$ cat src/hw/mbcc_consts.svh
// offsets, keys, field positions, reset values and timing counts of the
// connection control block; assumes a 25 MHz clock and 16-bit registers
`ifndef MBCC_CONSTS_SVH
`define MBCC_CONSTS_SVH

`define MBCC_CLK_PERIOD_NS  40
`define MBCC_MS_NS          1000000
`define MBCC_MS_CYCLES      (`MBCC_MS_NS / `MBCC_CLK_PERIOD_NS)
`define MBCC_SEC_MS         1000
`define MBCC_KEY_WINDOW_S   30
`define MBCC_FLASH_HALF_MS  500

`define MBCC_ADDR_WDT       16'h1120
`define MBCC_ADDR_MODE      16'h1130
`define MBCC_ADDR_TIMEOUT   16'h1131
`define MBCC_ADDR_PARM_LAST 16'h113B
`define MBCC_ADDR_RKEY1     16'h113C
`define MBCC_ADDR_RKEY2     16'h113D
`define MBCC_ADDR_SKEY1     16'h113E
`define MBCC_ADDR_SKEY2     16'h113F

`define MBCC_KEY_RESTORE1   16'h6C6F
`define MBCC_KEY_RESTORE2   16'h6164
`define MBCC_KEY_SAVE1      16'h7361
`define MBCC_KEY_SAVE2      16'h7665

`define MBCC_MODE_SINGLE    0
`define MBCC_MODE_GRANT     1

`define MBCC_WDT_RST        16'h0000
`define MBCC_MODE_RST       2'h0
`define MBCC_TIMEOUT_RST    16'h0000
`define MBCC_KEY_RST        16'h0000

`define MBCC_EXC_NONE       8'h00
`define MBCC_EXC_FUNC       8'h01
`define MBCC_EXC_ADDR       8'h02

`define MBCC_CONN_W         4
`define MBCC_OUT_W          16
`define MBCC_CYC_W          24
`define MBCC_WIN_W          5

`endif

$ cat src/hw/mbcc_pkg.sv
// types of the connection control block
// assumes mbcc_consts.svh on the include path
`include "mbcc_consts.svh"

package mbcc_pkg;

  typedef struct packed {
    logic                    valid;
    logic                    write;
    logic [`MBCC_CONN_W-1:0] conn;
    logic [15:0]             addr;
    logic [15:0]             data;
  } mbcc_req_t;

  typedef struct packed {
    logic        valid;
    logic [7:0]  exc;
    logic [15:0] data;
  } mbcc_rsp_t;

  typedef struct packed {
    logic [15:0] wdt_ms;
    logic [1:0]  mode;
    logic [15:0] timeout_s;
  } mbcc_parm_t;

  typedef struct packed {
    logic        open;
    logic        auth;
    logic        drop;
    logic [15:0] idle_s;
  } mbcc_slot_t;

  typedef struct packed {
    logic [`MBCC_CYC_W-1:0] cyc;
    logic [9:0]             ms;
    logic [9:0]             flash_ms;
    logic                   flash;
    mbcc_parm_t             parm;
    logic [15:0]            rkey1;
    logic [15:0]            rkey2;
    logic [15:0]            skey1;
    logic [15:0]            skey2;
    logic                   r_arm;
    logic [`MBCC_WIN_W-1:0] r_sec;
    logic                   s_arm;
    logic [`MBCC_WIN_W-1:0] s_sec;
    logic                   nv_save;
    mbcc_parm_t             nv_data;
    logic [15:0]            idle_ms;
    logic                   tripped;
    logic                   tmo_seen;
    logic                   led_green;
    logic                   led_red;
    logic [`MBCC_OUT_W-1:0] out_q;
    mbcc_rsp_t              rsp;
  } mbcc_state_t;

endpackage : mbcc_pkg

$ cat src/hw/mbcc_conn_slot.sv
// one connection slot: open state, write authorization, inactivity timer
// assumes one-cycle open/close/activity pulses and a one-cycle second tick
`timescale 1ns/1ps
`include "mbcc_consts.svh"

module mbcc_conn_slot (
  input  wire logic        clock,
  input  wire logic        rst,
  input  wire logic        open_evt,
  input  wire logic        close_evt,
  input  wire logic        grant,
  input  wire logic        activity,
  input  wire logic        sec_tick,
  input  wire logic [15:0] timeout_s,
  output logic             is_open,
  output logic             auth,
  output logic             drop
);

  mbcc_pkg::mbcc_slot_t s_r;
  mbcc_pkg::mbcc_slot_t s_nxt;

  always_comb begin
    s_nxt      = s_r;
    s_nxt.drop = 1'b0;
    if (close_evt || s_r.drop) begin
      s_nxt.open   = 1'b0;
      s_nxt.auth   = 1'b0;
      s_nxt.idle_s = 16'h0000;
    end else if (open_evt) begin
      s_nxt.open   = 1'b1;
      s_nxt.auth   = grant;
      s_nxt.idle_s = 16'h0000;
    end else if (s_r.open) begin
      if (grant) begin
        s_nxt.auth = 1'b1;
      end
      if (activity) begin
        s_nxt.idle_s = 16'h0000;
      end else if (sec_tick && (timeout_s != 16'h0000)) begin
        if (s_r.idle_s != 16'hFFFF) begin
          s_nxt.idle_s = s_r.idle_s + 16'h0001;
        end
        if ((s_r.idle_s + 17'h00001) >= {1'b0, timeout_s}) begin
          s_nxt.drop = 1'b1;
        end
      end
    end
  end

  always_ff @(posedge clock) begin
    if (rst) begin
      s_r <= '0;
    end else begin
      s_r <= s_nxt;
    end
  end

  assign is_open = s_r.open;
  assign auth    = s_r.auth;
  assign drop    = s_r.drop;

endmodule : mbcc_conn_slot

$ cat src/hw/mbcc_top.sv
// modbus connection control: write permission, inactivity disconnect,
// restore/save key sequences and communication watchdog with bus led
// assumes the modbus stack splits multi-register requests into word
// requests in address order, one per cycle at most, on this clock
`timescale 1ns/1ps
`include "mbcc_consts.svh"

// Operation
// - single-writer clear: every open connection gets write permission.
// - single-writer set: one holder at most, kept until it disconnects.
// - after the holder leaves, next writing connection gets permission.
// - grant-at-connect clear: first write asks permission, refusal answers exception 0x01.
// - granted on demand: write executes, permission lasts until connection closes.
// - grant-at-connect set: permission given when the connection opens.
// - both bits set: first opened connection holds it, later ones are refused.
// - connection idle for the timeout register's time is disconnected.
// - a connection timeout flashes the bus led green.
// - restore returns watchdog time and 0x1130..0x113B to defaults.
// - restore runs only if 0x6164 reaches the second within 30 s.
// - both key words may come in one multi-register write.
// - restore changes working values only, nothing is stored.
// - save stores watchdog time and 0x1130..0x113B to non-volatile memory.
// - save runs only if 0x7665 reaches the second within 30 s.
// - watchdog time zero: outputs hold their values on failure.
// - nonzero watchdog time: outputs go to zero after it expires.
// - substitute output values are never applied.
// - bus led steady red while the watchdog is tripped.
// - timeout in seconds, zero disables the inactivity disconnect.
module mbcc_top #(
  parameter int                     N_CONN    = 4,
  parameter logic [`MBCC_CYC_W-1:0] MS_CYCLES = `MBCC_CYC_W'(`MBCC_MS_CYCLES)
) (
  input  wire logic                   clock,
  input  wire logic                   rst,
  input  wire mbcc_pkg::mbcc_req_t    req,
  output mbcc_pkg::mbcc_rsp_t         rsp,
  input  wire logic [N_CONN-1:0]      conn_open,
  input  wire logic [N_CONN-1:0]      conn_close,
  output logic [N_CONN-1:0]           conn_disconnect,
  output logic [N_CONN-1:0]           conn_auth,
  input  wire logic [`MBCC_OUT_W-1:0] out_data,
  output logic [`MBCC_OUT_W-1:0]      out_q,
  output logic                        nv_save,
  output mbcc_pkg::mbcc_parm_t        nv_data,
  output logic                        wdt_tripped,
  output logic                        led_green,
  output logic                        led_red
);

  mbcc_pkg::mbcc_state_t s_r;
  mbcc_pkg::mbcc_state_t s_nxt;

  logic [N_CONN-1:0] open_vec;
  logic [N_CONN-1:0] auth_vec;
  logic [N_CONN-1:0] drop_vec;
  logic [N_CONN-1:0] grant_vec;
  logic [N_CONN-1:0] act_vec;
  logic              ms_tick;
  logic              sec_tick;
  logic              single;
  logic              at_connect;
  logic              holder;
  logic              taken;
  logic              own_auth;
  logic              conn_ok;
  logic              allowed;

  assign single     = s_r.parm.mode[`MBCC_MODE_SINGLE];
  assign at_connect = s_r.parm.mode[`MBCC_MODE_GRANT];
  assign holder     = |auth_vec;
  assign ms_tick    = (s_r.cyc == (MS_CYCLES - `MBCC_CYC_W'(1)));
  assign sec_tick   = ms_tick && (s_r.ms == 10'(`MBCC_SEC_MS - 1));

  // permission arbitration and activity per connection
  always_comb begin
    grant_vec = '0;
    act_vec   = '0;
    own_auth  = 1'b0;
    conn_ok   = 1'b0;
    allowed   = 1'b0;
    taken     = holder;
    for (int i = 0; i < N_CONN; i++) begin
      if (req.valid && (req.conn == `MBCC_CONN_W'(i)) && open_vec[i]) begin
        conn_ok    = 1'b1;
        own_auth   = auth_vec[i];
        act_vec[i] = 1'b1;
      end
    end
    allowed = conn_ok && (own_auth || !single || !holder);
    for (int i = 0; i < N_CONN; i++) begin
      if (req.valid && req.write && allowed && !own_auth
          && (req.conn == `MBCC_CONN_W'(i))) begin
        grant_vec[i] = 1'b1;
        taken        = 1'b1;
      end
    end
    for (int i = 0; i < N_CONN; i++) begin
      if (conn_open[i] && !open_vec[i] && at_connect) begin
        if (!single) begin
          grant_vec[i] = 1'b1;
        end else if (!taken) begin
          grant_vec[i] = 1'b1;
          taken        = 1'b1;
        end
      end
    end
  end

  always_comb begin
    s_nxt         = s_r;
    s_nxt.rsp     = '0;
    s_nxt.nv_save = 1'b0;

    // millisecond and second time base
    if (ms_tick) begin
      s_nxt.cyc = '0;
      s_nxt.ms  = sec_tick ? 10'h000 : s_r.ms + 10'h001;
    end else begin
      s_nxt.cyc = s_r.cyc + `MBCC_CYC_W'(1);
    end

    // key windows expire after the allowed seconds
    if (sec_tick && s_r.r_arm) begin
      s_nxt.r_sec = s_r.r_sec + `MBCC_WIN_W'(1);
      if (s_nxt.r_sec >= `MBCC_WIN_W'(`MBCC_KEY_WINDOW_S)) begin
        s_nxt.r_arm = 1'b0;
      end
    end
    if (sec_tick && s_r.s_arm) begin
      s_nxt.s_sec = s_r.s_sec + `MBCC_WIN_W'(1);
      if (s_nxt.s_sec >= `MBCC_WIN_W'(`MBCC_KEY_WINDOW_S)) begin
        s_nxt.s_arm = 1'b0;
      end
    end

    // communication watchdog
    if (ms_tick && (s_r.idle_ms != 16'hFFFF)) begin
      s_nxt.idle_ms = s_r.idle_ms + 16'h0001;
    end
    if (s_r.parm.wdt_ms == 16'h0000) begin
      s_nxt.tripped = 1'b0;
    end else if (s_nxt.idle_ms >= s_r.parm.wdt_ms) begin
      s_nxt.tripped = 1'b1;
    end

    // register requests
    if (req.valid) begin
      s_nxt.rsp.valid = 1'b1;
      if (conn_ok) begin
        s_nxt.idle_ms = 16'h0000;
        s_nxt.tripped = 1'b0;
      end
      if (req.write) begin
        if (!allowed) begin
          s_nxt.rsp.exc = `MBCC_EXC_FUNC;
        end else begin
          case (req.addr)
            `MBCC_ADDR_WDT: begin
              s_nxt.parm.wdt_ms = req.data;
            end
            `MBCC_ADDR_MODE: begin
              s_nxt.parm.mode = req.data[1:0];
            end
            `MBCC_ADDR_TIMEOUT: begin
              s_nxt.parm.timeout_s = req.data;
            end
            `MBCC_ADDR_RKEY1: begin
              s_nxt.rkey1 = req.data;
              s_nxt.r_arm = (req.data == `MBCC_KEY_RESTORE1);
              s_nxt.r_sec = '0;
            end
            `MBCC_ADDR_RKEY2: begin
              s_nxt.rkey2 = req.data;
              s_nxt.r_arm = 1'b0;
              if (s_nxt.r_arm == 1'b0 && s_r.r_arm
                  && (s_r.r_sec < `MBCC_WIN_W'(`MBCC_KEY_WINDOW_S))
                  && (req.data == `MBCC_KEY_RESTORE2)) begin
                s_nxt.parm.wdt_ms    = `MBCC_WDT_RST;
                s_nxt.parm.mode      = `MBCC_MODE_RST;
                s_nxt.parm.timeout_s = `MBCC_TIMEOUT_RST;
              end
            end
            `MBCC_ADDR_SKEY1: begin
              s_nxt.skey1 = req.data;
              s_nxt.s_arm = (req.data == `MBCC_KEY_SAVE1);
              s_nxt.s_sec = '0;
            end
            `MBCC_ADDR_SKEY2: begin
              s_nxt.skey2 = req.data;
              s_nxt.s_arm = 1'b0;
              if (s_r.s_arm && (s_r.s_sec < `MBCC_WIN_W'(`MBCC_KEY_WINDOW_S))
                  && (req.data == `MBCC_KEY_SAVE2)) begin
                s_nxt.nv_save = 1'b1;
                s_nxt.nv_data = s_r.parm;
              end
            end
            default: begin
              if ((req.addr <= `MBCC_ADDR_PARM_LAST)
                  && (req.addr > `MBCC_ADDR_TIMEOUT)) begin
                s_nxt.rsp.exc = `MBCC_EXC_NONE;
              end else begin
                s_nxt.rsp.exc = `MBCC_EXC_ADDR;
              end
            end
          endcase
        end
      end else begin
        case (req.addr)
          `MBCC_ADDR_WDT: begin
            s_nxt.rsp.data = s_r.parm.wdt_ms;
          end
          `MBCC_ADDR_MODE: begin
            s_nxt.rsp.data = {14'h0000, s_r.parm.mode};
          end
          `MBCC_ADDR_TIMEOUT: begin
            s_nxt.rsp.data = s_r.parm.timeout_s;
          end
          `MBCC_ADDR_RKEY1: begin
            s_nxt.rsp.data = s_r.rkey1;
          end
          `MBCC_ADDR_RKEY2: begin
            s_nxt.rsp.data = s_r.rkey2;
          end
          `MBCC_ADDR_SKEY1: begin
            s_nxt.rsp.data = s_r.skey1;
          end
          `MBCC_ADDR_SKEY2: begin
            s_nxt.rsp.data = s_r.skey2;
          end
          default: begin
            if ((req.addr <= `MBCC_ADDR_PARM_LAST)
                && (req.addr > `MBCC_ADDR_TIMEOUT)) begin
              s_nxt.rsp.data = 16'h0000;
            end else begin
              s_nxt.rsp.exc = `MBCC_EXC_ADDR;
            end
          end
        endcase
      end
    end

    // outputs: zero when tripped, otherwise follow; no substitute values
    s_nxt.out_q = s_nxt.tripped ? '0 : out_data;

    // bus led: red over green flash
    if (|drop_vec) begin
      s_nxt.tmo_seen = 1'b1;
    end else if (|(conn_open & ~open_vec)) begin
      s_nxt.tmo_seen = 1'b0;
    end
    if (ms_tick) begin
      if (s_r.flash_ms == 10'(`MBCC_FLASH_HALF_MS - 1)) begin
        s_nxt.flash_ms = 10'h000;
        s_nxt.flash    = !s_r.flash;
      end else begin
        s_nxt.flash_ms = s_r.flash_ms + 10'h001;
      end
    end
    s_nxt.led_red   = s_nxt.tripped;
    s_nxt.led_green = !s_nxt.tripped && s_nxt.tmo_seen && s_r.flash;
  end

  always_ff @(posedge clock) begin
    if (rst) begin
      s_r                <= '0;
      s_r.parm.wdt_ms    <= `MBCC_WDT_RST;
      s_r.parm.mode      <= `MBCC_MODE_RST;
      s_r.parm.timeout_s <= `MBCC_TIMEOUT_RST;
      s_r.rkey1          <= `MBCC_KEY_RST;
      s_r.rkey2          <= `MBCC_KEY_RST;
      s_r.skey1          <= `MBCC_KEY_RST;
      s_r.skey2          <= `MBCC_KEY_RST;
    end else begin
      s_r <= s_nxt;
    end
  end

  for (genvar g = 0; g < N_CONN; g++) begin : g_slot
    mbcc_conn_slot u_slot (
      .clock     (clock),
      .rst       (rst),
      .open_evt  (conn_open[g]),
      .close_evt (conn_close[g]),
      .grant     (grant_vec[g]),
      .activity  (act_vec[g]),
      .sec_tick  (sec_tick),
      .timeout_s (s_r.parm.timeout_s),
      .is_open   (open_vec[g]),
      .auth      (auth_vec[g]),
      .drop      (drop_vec[g])
    );
  end

  assign rsp             = s_r.rsp;
  assign conn_disconnect = drop_vec;
  assign conn_auth       = auth_vec;
  assign out_q           = s_r.out_q;
  assign nv_save         = s_r.nv_save;
  assign nv_data         = s_r.nv_data;
  assign wdt_tripped     = s_r.tripped;
  assign led_green       = s_r.led_green;
  assign led_red         = s_r.led_red;

endmodule : mbcc_top

$ cat config.mk
export PLATFORM = sky130hd
export DESIGN_NAME = mbcc_top
export DESIGN_NICKNAME = d
export VERILOG_FILES = /design/src/hw/mbcc_pkg.sv /design/src/hw/mbcc_conn_slot.sv /design/src/hw/mbcc_top.sv
export VERILOG_INCLUDE_DIRS = /design/src /design/src/hw
export SDC_FILE = /design/constraint.sdc
export NUM_CORES = 1
export LEC_CHECK = 0
export BUFFER_PORTS_ARGS = -buffer_cell sky130_fd_sc_hd__buf_2
export CAP_MARGIN = 20
export CORE_AREA = 2 2 171 173
export DETAILED_ROUTE_END_ITERATION = 8
export DIE_AREA = 0 0 173 175
export GPL_TIMING_DRIVEN = 0
export PLACE_DENSITY = 0.8
export REMOVE_ABC_BUFFERS = 1
export SYNTH_ARGS = -nofsm -noshare
export SYNTH_HDL_FRONTEND = slang
export SYNTH_SLANG_ARGS = --single-unit
$ cat constraint.sdc
create_clock -name clock -period 3.8 [get_ports clock]
set_input_delay 0.38 -clock clock [delete_from_list [all_inputs] [get_ports clock]]
set_output_delay 0.38 -clock clock [all_outputs]
set_load 0.005 [all_outputs]
Yosys cells after proc, flatten, opt, wreduce, memory -nomap -nowiden
Cells that the tools add are included.
{ "totals": {"reg_bits": 326} }
{ "op_classes": {"bitwise": 11, "n_addsub": 14, "n_reduce_logical": 111, "muxes": 101, "eq_ne": 23, "n_lt_le_gt_ge": 11} }
{ "ops": {"columns": ["op", "n"], "rows": [
  ["16-bit 2-to-1 mux", 10],
  ["16-bit by 13-bit == test with 1-bit output (second input constant)", 7],
  ["16-bit one-hot mux with 7 select lines", 1],
  ["47-bit 2-to-1 mux", 2],
  ["17-bit 2-to-1 mux", 5],
  ["16-bit by 1-bit adder with 16-bit output (second input constant)", 5],
  ["16-bit inequality test (second input constant)", 5],
  ["18-bit 2-to-1 mux", 4],
  ["35-bit 2-to-1 mux", 2],
  ["16-bit by 1-bit adder with 17-bit output (second input constant)", 4],
  ["17-bit by 16-bit >= comparator with 1-bit output", 4],
  ["16-bit by 15-bit == test with 1-bit output (second input constant)", 4],
  ["64-bit 2-to-1 mux", 1],
  ["16-bit one-hot mux with 2 select lines", 2],
  ["1-bit 2-to-1 mux", 59],
  ["2-bit nonzero test", 19],
  ["1-bit logical AND", 36],
  ["34-bit 2-to-1 mux", 1],
  ["25-bit 2-to-1 mux", 1],
  ["24-bit by 1-bit adder with 24-bit output (second input constant)", 1],
  ["24-bit by 15-bit == test with 1-bit output (second input constant)", 1],
  ["6-bit OR reduction", 4],
  ["10-bit by 1-bit adder with 10-bit output (second input constant)", 2],
  ["10-bit 2-to-1 mux", 2],
  ["34 further kinds", 89]
]} }

Logic depth before layout (Yosys ltp)
{ "depth": {"word_depth": 29, "mapped_depth": 15, "ltp_nobuf": 13} }

Cells and area by module
From an unflattened synthesis, not the netlist that was laid out.
{ "hier_totals": {"cells_unflattened": 1992, "hier_area_um2": 17311.6} }
{ "by_module_without_submodules": {"columns": ["module", "cells_each", "seq_area_each_um2", "instances", "area_each_um2"], "rows": [
  ["mbcc_top", 1272, 4884.7, 1, 11446.0],
  ["mbcc_conn_slot", 180, 380.4, 4, 1466.4]
]} }

Worst setup path after synthesis
No wires, ideal clock.
{ "synth_timing": {"path_type": "reg2reg", "startpoint": "reg s_r[227] (netlist name)", "endpoint": "reg s_r (netlist bit led_green)", "required_time_ns": 3.668, "period_less_slack_ns": 3.548, "arrival_time_ns": 3.415, "slack_ns": 0.252, "stages_incl_launch_ff": 16, "cell_sequence": "dfxtp_1 -> ha_1 -> and3_1 -> nand4_1 -> or2_1 -> clkbuf_1 -> clkbuf_1 -> nor3_1 -> xor2_1 -> ha_1 -> a21o_1 -> a2111oi_0 -> o21a_1 -> o31ai_1 -> clkbuf_1 -> a21oi_1"} }
{ "synth_via": {"elab_chain_cells": 11} }
{ "synth_lines": {"columns": ["item", "line_no", "text"], "rows": [
  ["start: declaration", "mbcc_top.sv:50", "mbcc_pkg::mbcc_state_t s_r;"],
  ["start signal: assignment", "mbcc_top.sv:274", "s_r <= s_nxt;"],
  ["24-bit by 15-bit == test with 1-bit output (*)", "mbcc_top.sv:71", "assign ms_tick = (s_r.cyc == (MS_CYCLES - `MBCC_CYC_W'(1)));"],
  ["1-bit logical AND (*)", "mbcc_top.sv:137", "if (ms_tick && (s_r.idle_ms != 16'hFFFF)) begin"],
  ["16-bit 2-to-1 mux (*)", "mbcc_top.sv:137", null],
  ["16-bit >= comparator (*)", "mbcc_top.sv:142", "end else if (s_nxt.idle_ms >= s_r.parm.wdt_ms) begin"],
  ["1-bit 2-to-1 mux (*)", "mbcc_top.sv:142", null],
  ["1-bit 2-to-1 mux (*)", "mbcc_top.sv:140", "if (s_r.parm.wdt_ms == 16'h0000) begin"],
  ["17-bit 2-to-1 mux", "mbcc_top.sv:149", "if (conn_ok) begin"],
  ["64-bit 2-to-1 mux (*)", "mbcc_top.sv:147", "if (req.valid) begin"],
  ["1-bit zero test (*)", "mbcc_top.sv:260", "s_nxt.led_green = !s_nxt.tripped && s_nxt.tmo_seen && s_r.flash;"],
  ["1-bit logical AND (*) (2 in a row)", "mbcc_top.sv:260", null]
]} }
Mark *: on every way between the ends. The rest lies on a longest branch, timed or not.
A chain may end at the register's enable or synchronous reset.

Final worst setup path
{ "layout_timing": {"startpoint": "reg s_r[227] (netlist name)", "endpoint": "reg g_slot[3].u_slot.s_r[10] (netlist name)"} }
{ "layout_via": {"elab_chain_cells": 5} }
{ "layout_lines": {"columns": ["item", "line_no", "text"], "rows": [
  ["24-bit by 15-bit == test with 1-bit output", "mbcc_top.sv:71", null],
  ["1-bit logical AND", "mbcc_top.sv:72", "assign sec_tick = ms_tick && (s_r.ms == 10'(`MBCC_SEC_MS - 1));"],
  ["1-bit logical AND", "mbcc_conn_slot.sv:40", "end else if (sec_tick && (timeout_s != 16'h0000)) begin"],
  ["2-bit nonzero test (no source line)", null, null],
  ["3-bit AND reduction (no source line)", null, null],
  ["end signal: assignment", "mbcc_conn_slot.sv:55", "s_r <= s_nxt;"],
  ["end: declaration", "mbcc_conn_slot.sv:20", "mbcc_pkg::mbcc_slot_t s_r;"]
]} }
No other way between the ends.

==> results.cfg <==
[status]
outcome = finished, final reports clean

[sta]
worstMarginPinSlew_ns = 1.04
setup_viol = 0
slew_headroom = 0.308
min_period_over_period = 0.957
slew_viol_final = 0
fmax_ghz = 0.275
hold_viol_final = 0
skew_ns = 0.0316
rsz0062_at_grt = true
post-route-min-period_ns = 3.64

[power_and_ir_drop]
p_sw_mw = 1.58
power_density_nw_per_um2 = 380
p_comb_frac = 0.030
ir_drop_mv = 0.360
intPower_mw = 5.46
power_leakage_nw = 7.19
swShare = 0.225
pwr-share-seq = 0.480
clkPwrFrac = 0.490
fin_total_pwr_mw = 7.04

[clock_network]
clk_latency_ns = 0.54
cts_made_buffers = 35
root_buffer = clkbuf_16
cts_sinks = 320
clockBufferDepth = 3
clkSlewWorstSetupHoldPaths_ns = 0.07
postCtsHoldBufs = 0
cts_tree = done
htreeDepth = 2

[final_layout]
seq_area_sq_um = 6410
fillers = 2361
multi_input_area_sq_um = 9340
nets = 2179
fin_util = 0.653
antenna_cells = 0
drive_gt1_frac = 0.133
syn2layout_area_growth_pct = 10.1

[route]
drtIter0Drc = 1278
post-route-drc-count = 0
first_pass_iters = 7
viasPerCell = 6.12
wl_per_cell_um = 18.3
num_vias = 14872
wl_um = 44600
antenna_left = 0

[floorplan]
dieArea_sq_um = 30300
initial_core_util = 0.593
rows = 62
num_io_pins = 151
fp.dieW_um = 173
die_h_um = 175
core_sq_um = 28400

[synthesis]
synth.area.top_cells = dfxtp_1, ha_1, nand2_1
synthCells = 1992
avgSynthCellArea_sq_um = 8.46
yosysWarnings = 0
synth_seq_cells = 320
synth-main-ff-cell = dfxtp_1
synthArstFlopShare = 0
post-synth-top-count-cell = dfxtp_1
synth_top_area_cell = dfxtp_1
netlist_area_sq_um = 16800
synth-seq-area-share = 0.380
ys_types = 73
synthTopCellsByCount = dfxtp_1, nand2_1, a21oi_1, nor2_1, ha_1
synth_top_area_frac = 0.380
synth_enable_flop_cells = 0

[global_routing]
overflow = 0
gr-usage-all-layers = 0.283
grt_max_degree = 108
grt_pass1_vias = 14085
antenna_found_initial = 0
grt_pass1_wl_um = 70700

[worst_setup_path]
crit_path_start_kind = flip-flop
critPathKind = reg -> reg
critPathMaxFanout = 22
startpoint = s_r[227]
critPathRequiredTime_ns = 4.24
end_kind = flip-flop
r2r-start = s_r[227]
cp.arrival_ns = 4.08

[hold_path]
hold_path_class = in -> reg
hold_start = out_data[14]

[placement]
dp_hpwl_um = 30800
placement.io_buffers = 144
gp_congestion = 0.892

[job]
cap_violations = 0
## per-layer routing
metal	track usage	wire length (um)	vias up
li1	-	-	7070
met1	0.351	18400	7074
met2	0.477	21100	594
met3	0.0490	3060	134
met4	0.138	2030	0
met5	0	0	-
## registers in the layout, summed over array words and instances (netlist names), 4 cells and up
register	flops
g_slot.u_slot.s_r	64
g_slot.u_slot.is_open	4
rsp	19
s_r	171
g_slot.u_slot.auth	4
g_slot.u_slot.drop	4
nv_data	34
out_q	16
## stage by stage
stage | area [sq um] | hold WS, ns | setup TNS, ns | std cells | worst slack [ns]
floorplan | 15800 | 0.423 | -1.66 | 1817 | -0.104
global placement | 17000 | 0.434 | -92.22 | 2345 | -1.58
detailed placement | 17200 | 0.443 | -5.66 | 2358 | -0.244
CTS | 18400 | 0.0614 | -0.199 | 2419 | -0.0248
global route | 18500 | 0.0617 | -0.189 | 2430 | -0.0745
finish | 18500 | 0.0730 | 0 | 2430 | 0.164
## cells by family (layout without fill, tap and decap cells)
group	Yosys count	in the layout	share of synthesized area
other	1	6	0.000223
muxes	40	40	0.0322
buffers and inverters	235	281	0.0729
xor gates and xnor gates	130	130	0.0676
DFF	320	320	0.380
and+or+nand+nor	806	809	0.240
AOI/OAI and AO/OA	368	368	0.138
adders and majority gates	92	92	0.0683
## power by group through the flow
stage | registers (mW) | logic, mW | clock network [mW]
after floorplan | 3.45 | 0.0723 | 0
after global placement | 3.45 | 0.200 | 0
after detailed placement | 3.46 | 0.207 | 0
after CTS | 3.38 | 0.209 | 3.48
after global routing | 3.38 | 0.228 | 3.63
final | 3.38 | 0.212 | 3.45
## cells in the final DEF (no fill, tap or decap), types with 15 or more instances in the layout
cell and n:
a21oi_1 169, a222oi_1 16, a22o_1 30, and3_1 27
and4_1 16, buf_2 144, buf_4 15, clkbuf_16 35
dfxtp_1 320, ha_1 91, inv_1 55, mux2i_1 26
nand2_1 277, nand2b_1 34, nand3_1 70, nand4_1 47
nor2_1 132, nor2b_1 26, nor3_1 30, nor4_1 34
o21ai_0 52, or3_1 37, or4_1 23, xnor2_1 70
xor2_1 60
## timing repair
action                     CTS  global route
pin swaps                    3             3
resized for setup            5             8
setup endpoints to repair   35            22
cloned                       1             2
setup buffers                0             8
## critical path, cell delays in order (launching register included)
cell,delay (ns)
dfxtp_1,0.41
ha_2,0.24
and3_1,0.18
nand4_1,0.20
buf_4,0.23
nor3_4,0.63
nand4_1,0.80
or4_1,0.69
a21oi_1,0.15
## final cells by class
type                    count  area share
clock buffers              48      0.0547
multi-input cells        1445       0.504
clock inverters            12     0.00863
well taps                 384      0.0259
inverters                  55      0.0111
repair buffers            166      0.0507
flip-flops and latches    320       0.345
## path summary, 6_finish.rpt
check | end | slack, ns | cells after the start
max reg2reg | g_slot[3].u_slot.s_r[10] | 0.16 | 8
max | g_slot[3].u_slot.s_r[10] | 0.16 | 8
min reg2reg | s_r[131] | 0.45 | 2
min | out_q[14] | 0.07 | 3
No activity file was read; power rests on OpenSTA's default activity.
